===== src/cpuem_pkg.sv =====
package cpuem_pkg;
	localparam int DATA_W = 16;
	localparam int ADDR_W = 10;
	localparam int REP_W = 8;
	// command word layout: [15:13] wait, [12:11] addr mod, [10:8] op, [7:0] repeat
	localparam int CMD_AMOD_HI = 12;
	localparam int CMD_AMOD_LO = 11;
	localparam int CMD_OP_HI = 10;
	localparam int CMD_OP_LO = 8;
	localparam int CMD_REP_HI = 7;
	localparam int CMD_REP_LO = 0;
	localparam logic [2:0] OP_WRITE = 3'h1;
	localparam logic [2:0] OP_READ = 3'h2;
	localparam logic [1:0] AMOD_INC = 2'h2;
	localparam logic [1:0] AMOD_DEC = 2'h3;
	localparam logic [ADDR_W-1:0] STEP_8 = 10'h001;
	localparam logic [ADDR_W-1:0] STEP_16 = 10'h002;
	localparam int BUS_STROBE_CYC = 2;
	typedef enum {CPUEM_CMD, CPUEM_ADDR, CPUEM_DATA, CPUEM_STROBE, CPUEM_NEXT} cpuem_state_t;
endpackage


===== src/cpuem_bus_if.sv =====
`timescale 1ns/1ps
`default_nettype none
interface cpuem_bus_if;
	logic start;
	logic wr;
	logic [cpuem_pkg::ADDR_W-1:0] addr;
	logic [cpuem_pkg::DATA_W-1:0] wdata;
	logic done;
	logic [cpuem_pkg::DATA_W-1:0] rdata;
	modport ctl (output start, output wr, output addr, output wdata, input done, input rdata);
	modport drv (input start, input wr, input addr, input wdata, output done, output rdata);
endinterface
`default_nettype wire


===== src/cpuem_bus_drv.sv =====
`timescale 1ns/1ps
`default_nettype none
module cpuem_bus_drv (
	input wire logic clk,
	input wire logic rst_b,
	cpuem_bus_if.drv bus,
	output logic [cpuem_pkg::ADDR_W-1:0] per_addr,
	output logic [cpuem_pkg::DATA_W-1:0] per_wdata,
	output logic per_wr_b,
	output logic per_rd_b,
	input wire logic [cpuem_pkg::DATA_W-1:0] per_rdata
);
	logic [1:0] cnt_reg;
	logic busy_reg;
	logic tail_reg;
	logic wr_reg;
	logic [cpuem_pkg::DATA_W-1:0] rd_reg;
	logic [cpuem_pkg::DATA_W-1:0] rd_s1_reg;
	wire last_cyc = busy_reg && (cnt_reg == 2'(cpuem_pkg::BUS_STROBE_CYC - 1));
	assign per_wr_b = !(busy_reg && wr_reg);
	assign per_rd_b = !(busy_reg && !wr_reg);
	// done waits one cycle past the strobe so the two sync flops hold the read value
	assign bus.done = tail_reg;
	always_ff @(posedge clk)
	begin
		if (!rst_b)
			tail_reg <= 1'b0;
		else
			tail_reg <= last_cyc;
	end
	assign bus.rdata = rd_reg;
	// read data from pins is resynchronised before use
	always_ff @(posedge clk)
	begin
		rd_s1_reg <= per_rdata;
		rd_reg <= rd_s1_reg;
	end
	always_ff @(posedge clk)
	begin
		if (!rst_b)
		begin
			busy_reg <= 1'b0;
			cnt_reg <= 2'h0;
			wr_reg <= 1'b0;
			per_addr <= '0;
			per_wdata <= '0;
		end
		else if (bus.start && !busy_reg)
		begin
			busy_reg <= 1'b1;
			cnt_reg <= 2'h0;
			wr_reg <= bus.wr;
			per_addr <= bus.addr;
			per_wdata <= bus.wdata;
		end
		else if (last_cyc)
			busy_reg <= 1'b0;
		else if (busy_reg)
			cnt_reg <= cnt_reg + 2'h1;
	end
endmodule // cpuem_bus_drv
`default_nettype wire


===== src/cpuem_interp.sv =====
`timescale 1ns/1ps
`default_nettype none
// Summary of operation
// address modification 0x keeps address fixed for all repeats
// mode 10 adds step, mode 11 subtracts; step one or two by width
// modification applied between repeats only when repeat count nonzero
// op 001 writes, op 010 reads the peripheral bus
// repeat count N executes the operation N plus one times
// first process drives the command's starting address
// sixteen-bit mode forces address bit zero low
// write command is followed by one data word per process
// stacked command groups run one after another through the block
// reception-complete status set after whole block processed
// sender keeps each command group within 256 bytes
// sender splits data into smaller transfers on noisy long lines
// word after final repetition is taken as a new command
module cpuem_interp (
	input wire logic clk,
	input wire logic rst_b,
	input wire logic host16,
	input wire logic in_valid,
	output logic in_ready,
	input wire logic [cpuem_pkg::DATA_W-1:0] in_word,
	input wire logic in_last,
	output logic rd_valid,
	output logic [cpuem_pkg::DATA_W-1:0] rd_data,
	output logic rx_done,
	input wire logic rx_done_clr,
	output logic [cpuem_pkg::ADDR_W-1:0] per_addr,
	output logic [cpuem_pkg::DATA_W-1:0] per_wdata,
	output logic per_wr_b,
	output logic per_rd_b,
	input wire logic [cpuem_pkg::DATA_W-1:0] per_rdata
);
	cpuem_bus_if bus ();
	cpuem_bus_drv u_drv (
		.clk(clk),
		.rst_b(rst_b),
		.bus(bus),
		.per_addr(per_addr),
		.per_wdata(per_wdata),
		.per_wr_b(per_wr_b),
		.per_rd_b(per_rd_b),
		.per_rdata(per_rdata)
	);
	cpuem_pkg::cpuem_state_t state_reg, state_next;
	logic [1:0] amod_reg;
	logic [2:0] op_reg;
	logic [cpuem_pkg::REP_W-1:0] rep_reg;
	logic [cpuem_pkg::ADDR_W-1:0] addr_reg;
	logic [cpuem_pkg::DATA_W-1:0] wdata_reg;
	logic last_reg;
	logic start_reg;
	// unknown op codes are skipped but their repeats still take one cycle each in CPUEM_NEXT
	wire is_wr = (op_reg == cpuem_pkg::OP_WRITE);
	wire is_rd = (op_reg == cpuem_pkg::OP_READ);
	wire take = in_valid && in_ready;
	wire [cpuem_pkg::ADDR_W-1:0] step = host16 ? cpuem_pkg::STEP_16 : cpuem_pkg::STEP_8;
	wire [cpuem_pkg::ADDR_W-1:0] addr_inc = addr_reg + step;
	wire [cpuem_pkg::ADDR_W-1:0] addr_dec = addr_reg - step;
	wire amod_on = amod_reg[1];
	wire [cpuem_pkg::ADDR_W-1:0] addr_mod = !amod_on ? addr_reg :
		(amod_reg == cpuem_pkg::AMOD_INC) ? addr_inc : addr_dec;
	wire [cpuem_pkg::ADDR_W-1:0] start_addr =
		in_word[cpuem_pkg::ADDR_W-1:0] & ~{{(cpuem_pkg::ADDR_W-1){1'b0}}, host16};
	wire final_rep = (rep_reg == '0);
	assign in_ready = (state_reg == cpuem_pkg::CPUEM_CMD) || (state_reg == cpuem_pkg::CPUEM_ADDR)
		|| (state_reg == cpuem_pkg::CPUEM_DATA);
	assign bus.start = start_reg;
	assign bus.wr = is_wr;
	assign bus.addr = addr_reg;
	assign bus.wdata = wdata_reg;
	always_comb
	begin
		state_next = state_reg;
		case (state_reg)
			cpuem_pkg::CPUEM_CMD: if (take) state_next = cpuem_pkg::CPUEM_ADDR;
			cpuem_pkg::CPUEM_ADDR:
				if (take)
					state_next = is_wr ? cpuem_pkg::CPUEM_DATA :
						is_rd ? cpuem_pkg::CPUEM_STROBE : cpuem_pkg::CPUEM_NEXT;
			cpuem_pkg::CPUEM_DATA: if (take) state_next = cpuem_pkg::CPUEM_STROBE;
			cpuem_pkg::CPUEM_STROBE: if (bus.done) state_next = cpuem_pkg::CPUEM_NEXT;
			cpuem_pkg::CPUEM_NEXT:
				if (!final_rep)
					state_next = is_wr ? cpuem_pkg::CPUEM_DATA :
						is_rd ? cpuem_pkg::CPUEM_STROBE : cpuem_pkg::CPUEM_NEXT;
				else
					state_next = cpuem_pkg::CPUEM_CMD;
			default: state_next = cpuem_pkg::CPUEM_CMD;
		endcase
	end
	always_ff @(posedge clk)
	begin
		if (!rst_b)
			state_reg <= cpuem_pkg::CPUEM_CMD;
		else
			state_reg <= state_next;
	end
	// command fields: word 0 is mode/op/repeat, word 1 the starting address
	always_ff @(posedge clk)
	begin
		if (!rst_b)
		begin
			amod_reg <= 2'h0;
			op_reg <= 3'h0;
			rep_reg <= '0;
			addr_reg <= '0;
			wdata_reg <= '0;
			last_reg <= 1'b0;
		end
		else
		begin
			if (take && state_reg == cpuem_pkg::CPUEM_CMD)
			begin
				amod_reg <= in_word[cpuem_pkg::CMD_AMOD_HI:cpuem_pkg::CMD_AMOD_LO];
				op_reg <= in_word[cpuem_pkg::CMD_OP_HI:cpuem_pkg::CMD_OP_LO];
				rep_reg <= in_word[cpuem_pkg::CMD_REP_HI:cpuem_pkg::CMD_REP_LO];
			end
			if (take && state_reg == cpuem_pkg::CPUEM_ADDR)
				addr_reg <= start_addr;
			if (take && state_reg == cpuem_pkg::CPUEM_DATA)
				wdata_reg <= in_word;
			if (take)
				last_reg <= in_last;
			if (state_reg == cpuem_pkg::CPUEM_NEXT && !final_rep)
			begin
				rep_reg <= rep_reg - 1'b1;
				addr_reg <= addr_mod;
			end
		end
	end
	always_ff @(posedge clk)
	begin
		if (!rst_b)
			start_reg <= 1'b0;
		else
			start_reg <= (state_next == cpuem_pkg::CPUEM_STROBE) && !start_reg
				&& (state_reg != cpuem_pkg::CPUEM_STROBE);
	end
	// read results are returned as a one-cycle stream; no buffering
	always_ff @(posedge clk)
	begin
		if (!rst_b)
		begin
			rd_valid <= 1'b0;
			rd_data <= '0;
		end
		else
		begin
			rd_valid <= bus.done && !is_wr;
			if (bus.done && !is_wr)
				rd_data <= bus.rdata;
		end
	end
	// set wins over clear so a finishing block is never lost
	always_ff @(posedge clk)
	begin
		if (!rst_b)
			rx_done <= 1'b0;
		else if (state_reg == cpuem_pkg::CPUEM_NEXT && final_rep && last_reg)
			rx_done <= 1'b1;
		else if (rx_done_clr)
			rx_done <= 1'b0;
	end
	chk_fixed_addr_hold: assert property (@(posedge clk) disable iff (!rst_b)
		(state_reg == cpuem_pkg::CPUEM_NEXT && !final_rep && !amod_on)
		|=> $stable(addr_reg)) else $error("address moved in fixed mode");
	chk_inc_step: assert property (@(posedge clk) disable iff (!rst_b)
		(state_reg == cpuem_pkg::CPUEM_NEXT && !final_rep && amod_reg == cpuem_pkg::AMOD_INC)
		|=> addr_reg == $past(addr_reg) + (host16 ? cpuem_pkg::STEP_16 : cpuem_pkg::STEP_8))
		else $error("bad increment step");
	chk_dec_step: assert property (@(posedge clk) disable iff (!rst_b)
		(state_reg == cpuem_pkg::CPUEM_NEXT && !final_rep && amod_reg == cpuem_pkg::AMOD_DEC)
		|=> addr_reg == $past(addr_reg) - (host16 ? cpuem_pkg::STEP_16 : cpuem_pkg::STEP_8))
		else $error("bad decrement step");
	chk_last_no_mod: assert property (@(posedge clk) disable iff (!rst_b)
		(state_reg == cpuem_pkg::CPUEM_NEXT && final_rep) |=> $stable(addr_reg)
		&& state_reg == cpuem_pkg::CPUEM_CMD) else $error("modified after last");
	chk_write_strobe: assert property (@(posedge clk) disable iff (!rst_b)
		(bus.start && is_wr) |=> !per_wr_b && per_rd_b) else $error("write strobe missing");
	chk_start_addr: assert property (@(posedge clk) disable iff (!rst_b)
		(take && state_reg == cpuem_pkg::CPUEM_ADDR) |=> addr_reg == $past(start_addr))
		else $error("start address not loaded");
	chk_lsb_zero16: assert property (@(posedge clk) disable iff (!rst_b)
		(host16 && $past(host16) && !per_wr_b) |-> !per_addr[0])
		else $error("lsb driven in 16-bit mode");
	chk_wdata_used: assert property (@(posedge clk) disable iff (!rst_b)
		(take && state_reg == cpuem_pkg::CPUEM_DATA) |=> ##1 per_wdata == $past(in_word, 2))
		else $error("write data not forwarded");
	chk_done_flag: assert property (@(posedge clk) disable iff (!rst_b)
		(state_reg == cpuem_pkg::CPUEM_NEXT && final_rep && last_reg) |=> rx_done)
		else $error("complete bit not set");
endmodule // cpuem_interp
`default_nettype wire


===== config.mk =====
export PLATFORM = sky130hd
export DESIGN_NAME = cpuem_interp
export DESIGN_NICKNAME = d
export VERILOG_FILES = /design/src/cpuem_pkg.sv /design/src/cpuem_bus_if.sv /design/src/cpuem_bus_drv.sv /design/src/cpuem_interp.sv
export SDC_FILE = /design/constraint.sdc
export NUM_CORES = 1
export LEC_CHECK = 0
export ABC_AREA = 1
export BUFFER_PORTS_ARGS = -buffer_cell sky130_fd_sc_hd__buf_2
export CORE_UTILIZATION = 56
export DETAILED_ROUTE_END_ITERATION = 6
export MAX_ROUTING_LAYER = met4
export PLACE_DENSITY = 0.83
export SLEW_MARGIN = 40
export SYNTH_ARGS = -nofsm -noshare
export SYNTH_HDL_FRONTEND = slang
export SYNTH_SLANG_ARGS = --single-unit

===== constraint.sdc =====
create_clock -name clk -period 1.97 [get_ports clk]
set_input_delay 0.0985 -clock clk [delete_from_list [all_inputs] [get_ports clk]]
set_output_delay 0.0985 -clock clk [all_outputs]
set_load 0.005 [all_outputs]

# Word-level counts from Yosys, hierarchy flattened
# Index checks and enable logic that the tools add are counted.
# Widths: inputs -> output; s select.
dict set report word_totals {
  ff_bits 154
  latchBits 0
  mem_bits_rw 0
  rom_bits 0
  output_inout_bits 47
  wordCells 93
  memories 0
}
dict set report classes {
  add_sub_neg 4
  mul 0
  div_mod_pow 0
  order_cmp 0
  n_eq_ne 14
  shift 0
  n_mux 19
  n_bitwise 4
  reduce_logical 33
}
# op count
set ops {}
lappend ops {{$pmux 32 s5} 1}
lappend ops {{$mux 32} 4}
lappend ops {{$eq 32x2->1 const B} 3}
lappend ops {{$eq 32x3->1 const B} 3}
lappend ops {{$logic_not 32->1} 2}
lappend ops {{$mux 10} 4}
lappend ops {{$eq 32x1->1 const B} 1}
lappend ops {{$eq 32x4->1 const B} 1}
lappend ops {{$ne 32x3->1 const B} 1}
lappend ops {{$mux 8} 2}
lappend ops {{$logic_and 1x1->1} 14}
lappend ops {{$add 10x2->10} 1}
lappend ops {{$and 10x10->10} 1}
lappend ops {{$not 1->10} 1}
lappend ops {{$sub 10x2->10} 1}
lappend ops {{$mux 3} 3}
lappend ops {{$logic_not 8->1} 1}
lappend ops {{$reduce_bool 2->1} 4}
lappend ops {{$sub 8x1->8 const B} 1}
lappend ops {{$logic_not 1->1} 7}
lappend ops {{$mux 1} 4}
lappend ops {{$reduce_and 2->1} 2}
lappend ops {{$eq 3x1->1 const B} 1}
lappend ops {{$eq 3x2->1 const B} 1}
lappend ops {{other kinds (8)} 10}

# Depth between registers and ports, before layout
dict set report depth {
  word_depth 9
  depth_mapped 14
  ltp_nobuf 14
}

# Modules after synthesis
# From an unflattened synthesis, not the netlist that was laid out.
dict set report unflattened {
  cells_unflattened 815
  hier_area_um2 6228.5
}
# module n_inst cells_each area_each_um2
set by_module_without_submodules {}
lappend by_module_without_submodules {cpuem_interp 1 588 4286.6}
lappend by_module_without_submodules {cpuem_bus_drv 1 227 1941.9}

# Worst setup path before layout
# OpenSTA, ideal clock, no wires.
dict set report synth_path {
  path_type {register to register}
  from {reg amod_reg[1]}
  to {reg addr_reg[5] (netlist name)}
  setup_time_ps 132
  arrival_time_ps 1645
  required_time_ps 1838
  slack_ps 193
  path_stages_with_launch 10
  path_buffers 0
  cell_sequence {dfxtp_1 nand2_1 ha_1 nand2_1 nand3_1 a21oi_1 xor2_1 o21ai_0 nor2_1 nor3_2}
}
dict set report synth_between {
  elab_chain_cells 4
  elab_cells_between_ends 6
}
# item line
set synth_rtl {}
lappend synth_rtl {{start, declared} cpuem_interp.sv:47} ;# logic [1:0] amod_reg;
lappend synth_rtl {{start signal, assigned} cpuem_interp.sv:116} ;# amod_reg <= in_word[cpuem_pkg::CMD_AMOD_HI:cpuem_pkg::CMD_AMOD_LO];
lappend synth_rtl {{$eq 2x2->1} cpuem_interp.sv:63} ;# (amod_reg == cpuem_pkg::AMOD_INC) ? addr_inc : addr_dec;
lappend synth_rtl {{$mux 10} cpuem_interp.sv:63}
lappend synth_rtl {{$mux 10} cpuem_interp.sv:62} ;# wire [cpuem_pkg::ADDR_W-1:0] addr_mod = !amod_on ? addr_reg :
lappend synth_rtl {{$mux 10} cpuem_interp.sv:126} ;# if (state_reg == cpuem_pkg::CPUEM_NEXT && !final_rep)
lappend synth_rtl {{end signal, assigned} cpuem_interp.sv:121} ;# addr_reg <= start_addr;
lappend synth_rtl {{end signal, assigned} cpuem_interp.sv:129} ;# addr_reg <= addr_mod;
lappend synth_rtl {{end, declared} cpuem_interp.sv:50} ;# logic [cpuem_pkg::ADDR_W-1:0] addr_reg;
# Several ways; a longest one is shown, not always the timed one. The select of a mux whose other input is x is not followed.
# A chain may end at the register's enable or synchronous reset.

# Worst setup path in the final report
dict set report layout_path {
  from {reg amod_reg[0]}
  to {reg addr_reg[5] (netlist name)}
}
dict set report layout_between {
  elab_chain_cells 4
}
# item line
set layout_rtl {}
lappend layout_rtl {{$eq 2x2->1} cpuem_interp.sv:63}
lappend layout_rtl {{$mux 10} cpuem_interp.sv:63}
lappend layout_rtl {{$mux 10} cpuem_interp.sv:62}
lappend layout_rtl {{$mux 10} cpuem_interp.sv:126}
# No other way between the ends. The select of a mux whose other input is x is not followed.

==> results.yml <==
sta:
  slew_violations: 0
  setup_violations: 0
  hold_viol: 0
  rsz0062_at_grt: "true"
  fmax_mhz: 532
  period_share_pct: 95.3
  slew_headroom_pct: 49.5
  clock_skew_ns: 0.0127
  tightest_slew_ns: 0.757
  fin_crit_ns: 1.88
worst_setup_path:
  cpLargestDelayFamily: "simple AND/OR/NAND/NOR gates"
  crit_path_start_kind: "flop"
  cp_cell_sequence: "inv_1, nand2_2, ha_2, nand2_1, nand3_1, a21oi_2, xor2_1, o21ai_0, nor2_1, nor3_2"
  arrival_ns: 2.26
  r2r_end: "addr_reg[5]"
  timing.critical_path.fanout_max: 8
  cp.required_ns: 2.35
  cp_slowest_cell: "ha_2"
  path_class: "flop to flop"
  worstRegToRegCells: 10
  crit_buf_inv: 1
  rrSetupSlack_ns: 0.09
  max_stage_delay_ns: 0.35
  worst-path-stages: 10
  reg2reg_from: "amod_reg[0]"
  cp-end-kind: "flop"
die:
  coreArea_mm2: 0.0103
  fp-row-count: 37
  die_w_um: 105
  initial_core_util_pct: 57.6
  die_area_mm2: 0.0110
  fp.dieH_um: 105
  io_pins: 85
grt:
  gr-usage-met1_pct: 32.9
  grtUsageMet3_pct: 5.80
  grt_pass1_vias: 4973
  antenna_found_initial: 0
  grt_pass1_wl_um: 23200
  grt_use_total_pct: 27.6
  grt_max_degree: 37
  met2_usage_pct: 45.4
  busiest_layer: "met2"
  grt-ovfl-total: 0
power:
  leakagePower_nw: 3.43
  swShare_pct: 22.8
  powerDensity_mw_per_mm2: 852
  combPwrFrac_pct: 3.3
  pwr-share-clk_pct: 47.5
  p_int_mw: 5.02
  share_seq_of_total_power_pct: 49.2
  p_sw_mw: 1.48
  irDropWorstVdd_uv: 672
placed_design:
  dp.cells: 986
  dpl_cell_area_mm2: 0.00662
  dp_hpwl_um: 8950
  gp_congestion: 0.893
  port_buffers: 84
synthesis:
  synth_xor_area_share_pct: 1.92
  yosysWarnings: 0
  synth_top_family_by_area: "simple AND/OR/NAND/NOR gates"
  synth.cell_area_mm2: 0.00592
  syn_area_per_cell_um2: 7.93
  synth-seq-area-share_pct: 52.1
  yosys.area_share.simple_pct: 23.3
  synth_compound_area_share_pct: 11.5
  yosys_register_bits: 154
  synth_cell_type_count: 39
  syn_inst: 747
  synthAdderAreaFrac_pct: 2.87
  muxShareOfSynthArea_pct: 0
routing:
  ant_nets: 0
  vias_per_cell: 4.95
  drc: 0
  firstDrtPassIters: 5
  vias: 5233
  wl_per_cell_um: 13.4
  drtIter0Drc: 322
  routed_wl_um: 14200
clock_tree:
  clkTransAtPathRegs_ns: 0.07
  clockBufferDepth: 2
  h-tree-depth: 4
  cts_tree: "done"
  cts_buffers: 17
  root_buffer: "clkbuf_8"
  clkSinkCount: 154
  clk_latency_ns: 0.53
final_layout:
  n_antenna_cell: 0
  layout-drive-gt1-share_pct: 19.0
  layout_commonest_cell: "dfxtp_1"
  nFillCells: 768
  final_cells: 1057
  final_cell_mix: "dfxtp_1, nand2_1, inv_1, nor2_1, buf_2"
  nets: 959
  syn_to_final_growth_pct: 28.8
  postLayoutCellArea_mm2: 0.00763
  utilization_pct: 74.2
  largest_reg_flops: 32
hold_path:
  hold_start: "rst_b"
  hold_class: "input pin to flop"
  hold_path_end: "u_drv.per_wdata[14]"
  holdPathStages: 3
status:
  run_status: "complete, no violations"
job:
  cap_violations: 0
==> metal layers <==
metal / vias to the layer above / routed length (um)
met1: 2319 / 6200
met4: 0 / 289
met2: 210 / 6800
met5: - / 0
met3: 26 / 902
li1: 2678 / -
==> Yosys cell counts <==
cell | instances | area share (%)
a211oi_1 | 5 | 0.63
a21boi_0 | 1 | 0.13
nand2_2 | 6 | 0.63
conb_1 | 1 | 0.063
nand4_1 | 5 | 0.53
buf_2 | 3 | 0.25
buf_6 | 1 | 0.19
o21a_1 | 1 | 0.13
nor3_1 | 4 | 0.34
buf_4 | 1 | 0.13
nand3_1 | 59 | 5.0
nand2_4 | 2 | 0.38
a21o_1 | 1 | 0.13
buf_1 | 1 | 0.063
inv_1 | 100 | 6.3
nand2_1 | 129 | 8.2
a21oi_2 | 3 | 0.44
nor3_2 | 4 | 0.68
nor2_2 | 6 | 0.63
a21oi_1 | 41 | 3.5
dfxtp_1 | 154 | 52
nand4_2 | 1 | 0.21
nand3b_1 | 2 | 0.25
xor2_1 | 8 | 1.2
clkinv_1 | 1 | 0.063
nor3b_1 | 1 | 0.13
nor2_1 | 88 | 5.6
fa_1 | 1 | 0.34
clkbuf_2 | 1 | 0.084
o22ai_1 | 1 | 0.11
clkbuf_1 | 15 | 0.95
ha_1 | 12 | 2.5
inv_2 | 2 | 0.13
nand3_2 | 2 | 0.34
xnor2_1 | 5 | 0.74
and3_1 | 1 | 0.11
nor2_4 | 2 | 0.38
o21ai_0 | 72 | 6.1
a31oi_1 | 4 | 0.42
==> worst min-delay path, stage by stage <==
cell and delay [ns]:
buf_2 0.26, nand3_1 0.14, o21ai_0 0.06
==> cell type report <==
type / instances / area, um^2 / area share (%)
timing repair inverter: 1 / 5.00 / 0.0656
sequential: 154 / 3080 / 40.4
clock inverter: 14 / 139 / 1.82
timing repair buffer: 135 / 893 / 11.7
inverter: 103 / 390 / 5.12
tap: 136 / 170 / 2.23
multi-input combinational: 496 / 2520 / 33.0
clock buffer: 18 / 428 / 5.61
==> power by group through the flow <==
stage	clock, mW	combinational, mW	sequential, mW
floorplan	0	0.0815	3.26
global placement	0	0.146	3.26
detailed placement	0	0.149	3.27
CTS	3.12	0.204	3.20
global route	3.27	0.237	3.21
finish	3.09	0.216	3.20
==> per-stage QoR <==
step / TNS, ns / hold WS [ns] / power, mW / setup WS, ns
final: 0 / 0.0961 / 6.50 / 0.0921
after global routing: -0.265 / 0.122 / 6.71 / -0.0458
after CTS: 0 / 0.0739 / 6.52 / 0.0154
after detailed placement: -0.00498 / 0.203 / 3.42 / -0.00498
after global placement: 0 / 0.201 / 3.41 / 0.0167
after floorplan: 0 / 0.126 / 3.34 / 0.193
==> timing repair <==
action	in CTS	in global routing
cloned	0	1
endpoints found under the hold margin	46	0
gates resized for setup	2	20
pin swaps	0	1
buffers inserted	0	2
setup endpoints to repair	2	21
hold buffers	36	0
==> how the worst max path moves through the flow <==
stage / from / end / slack, ns
6_report: amod_reg[0] / addr_reg[5] / 0.09
5_1_grt: amod_reg[0] / addr_reg[4] / -0.05
4_1_cts: state_reg[17] / in_ready / 0.02
3_5_place_dp: amod_reg[0] / addr_reg[5] / -0.005
3_3_place_gp: amod_reg[0] / addr_reg[5] / 0.02
2_1_floorplan: amod_reg[1] / addr_reg[5] / 0.19
==> logic make-up after synthesis <==
group,after synthesis
AND/OR/NAND/NOR,312
flip-flops,154
AO/OA/AOI/OAI,129
buffers and inverters,125
XOR/XNOR,13
adder cells (fa/ha/maj),13
other,1
(Power assumes the default switching activity.)
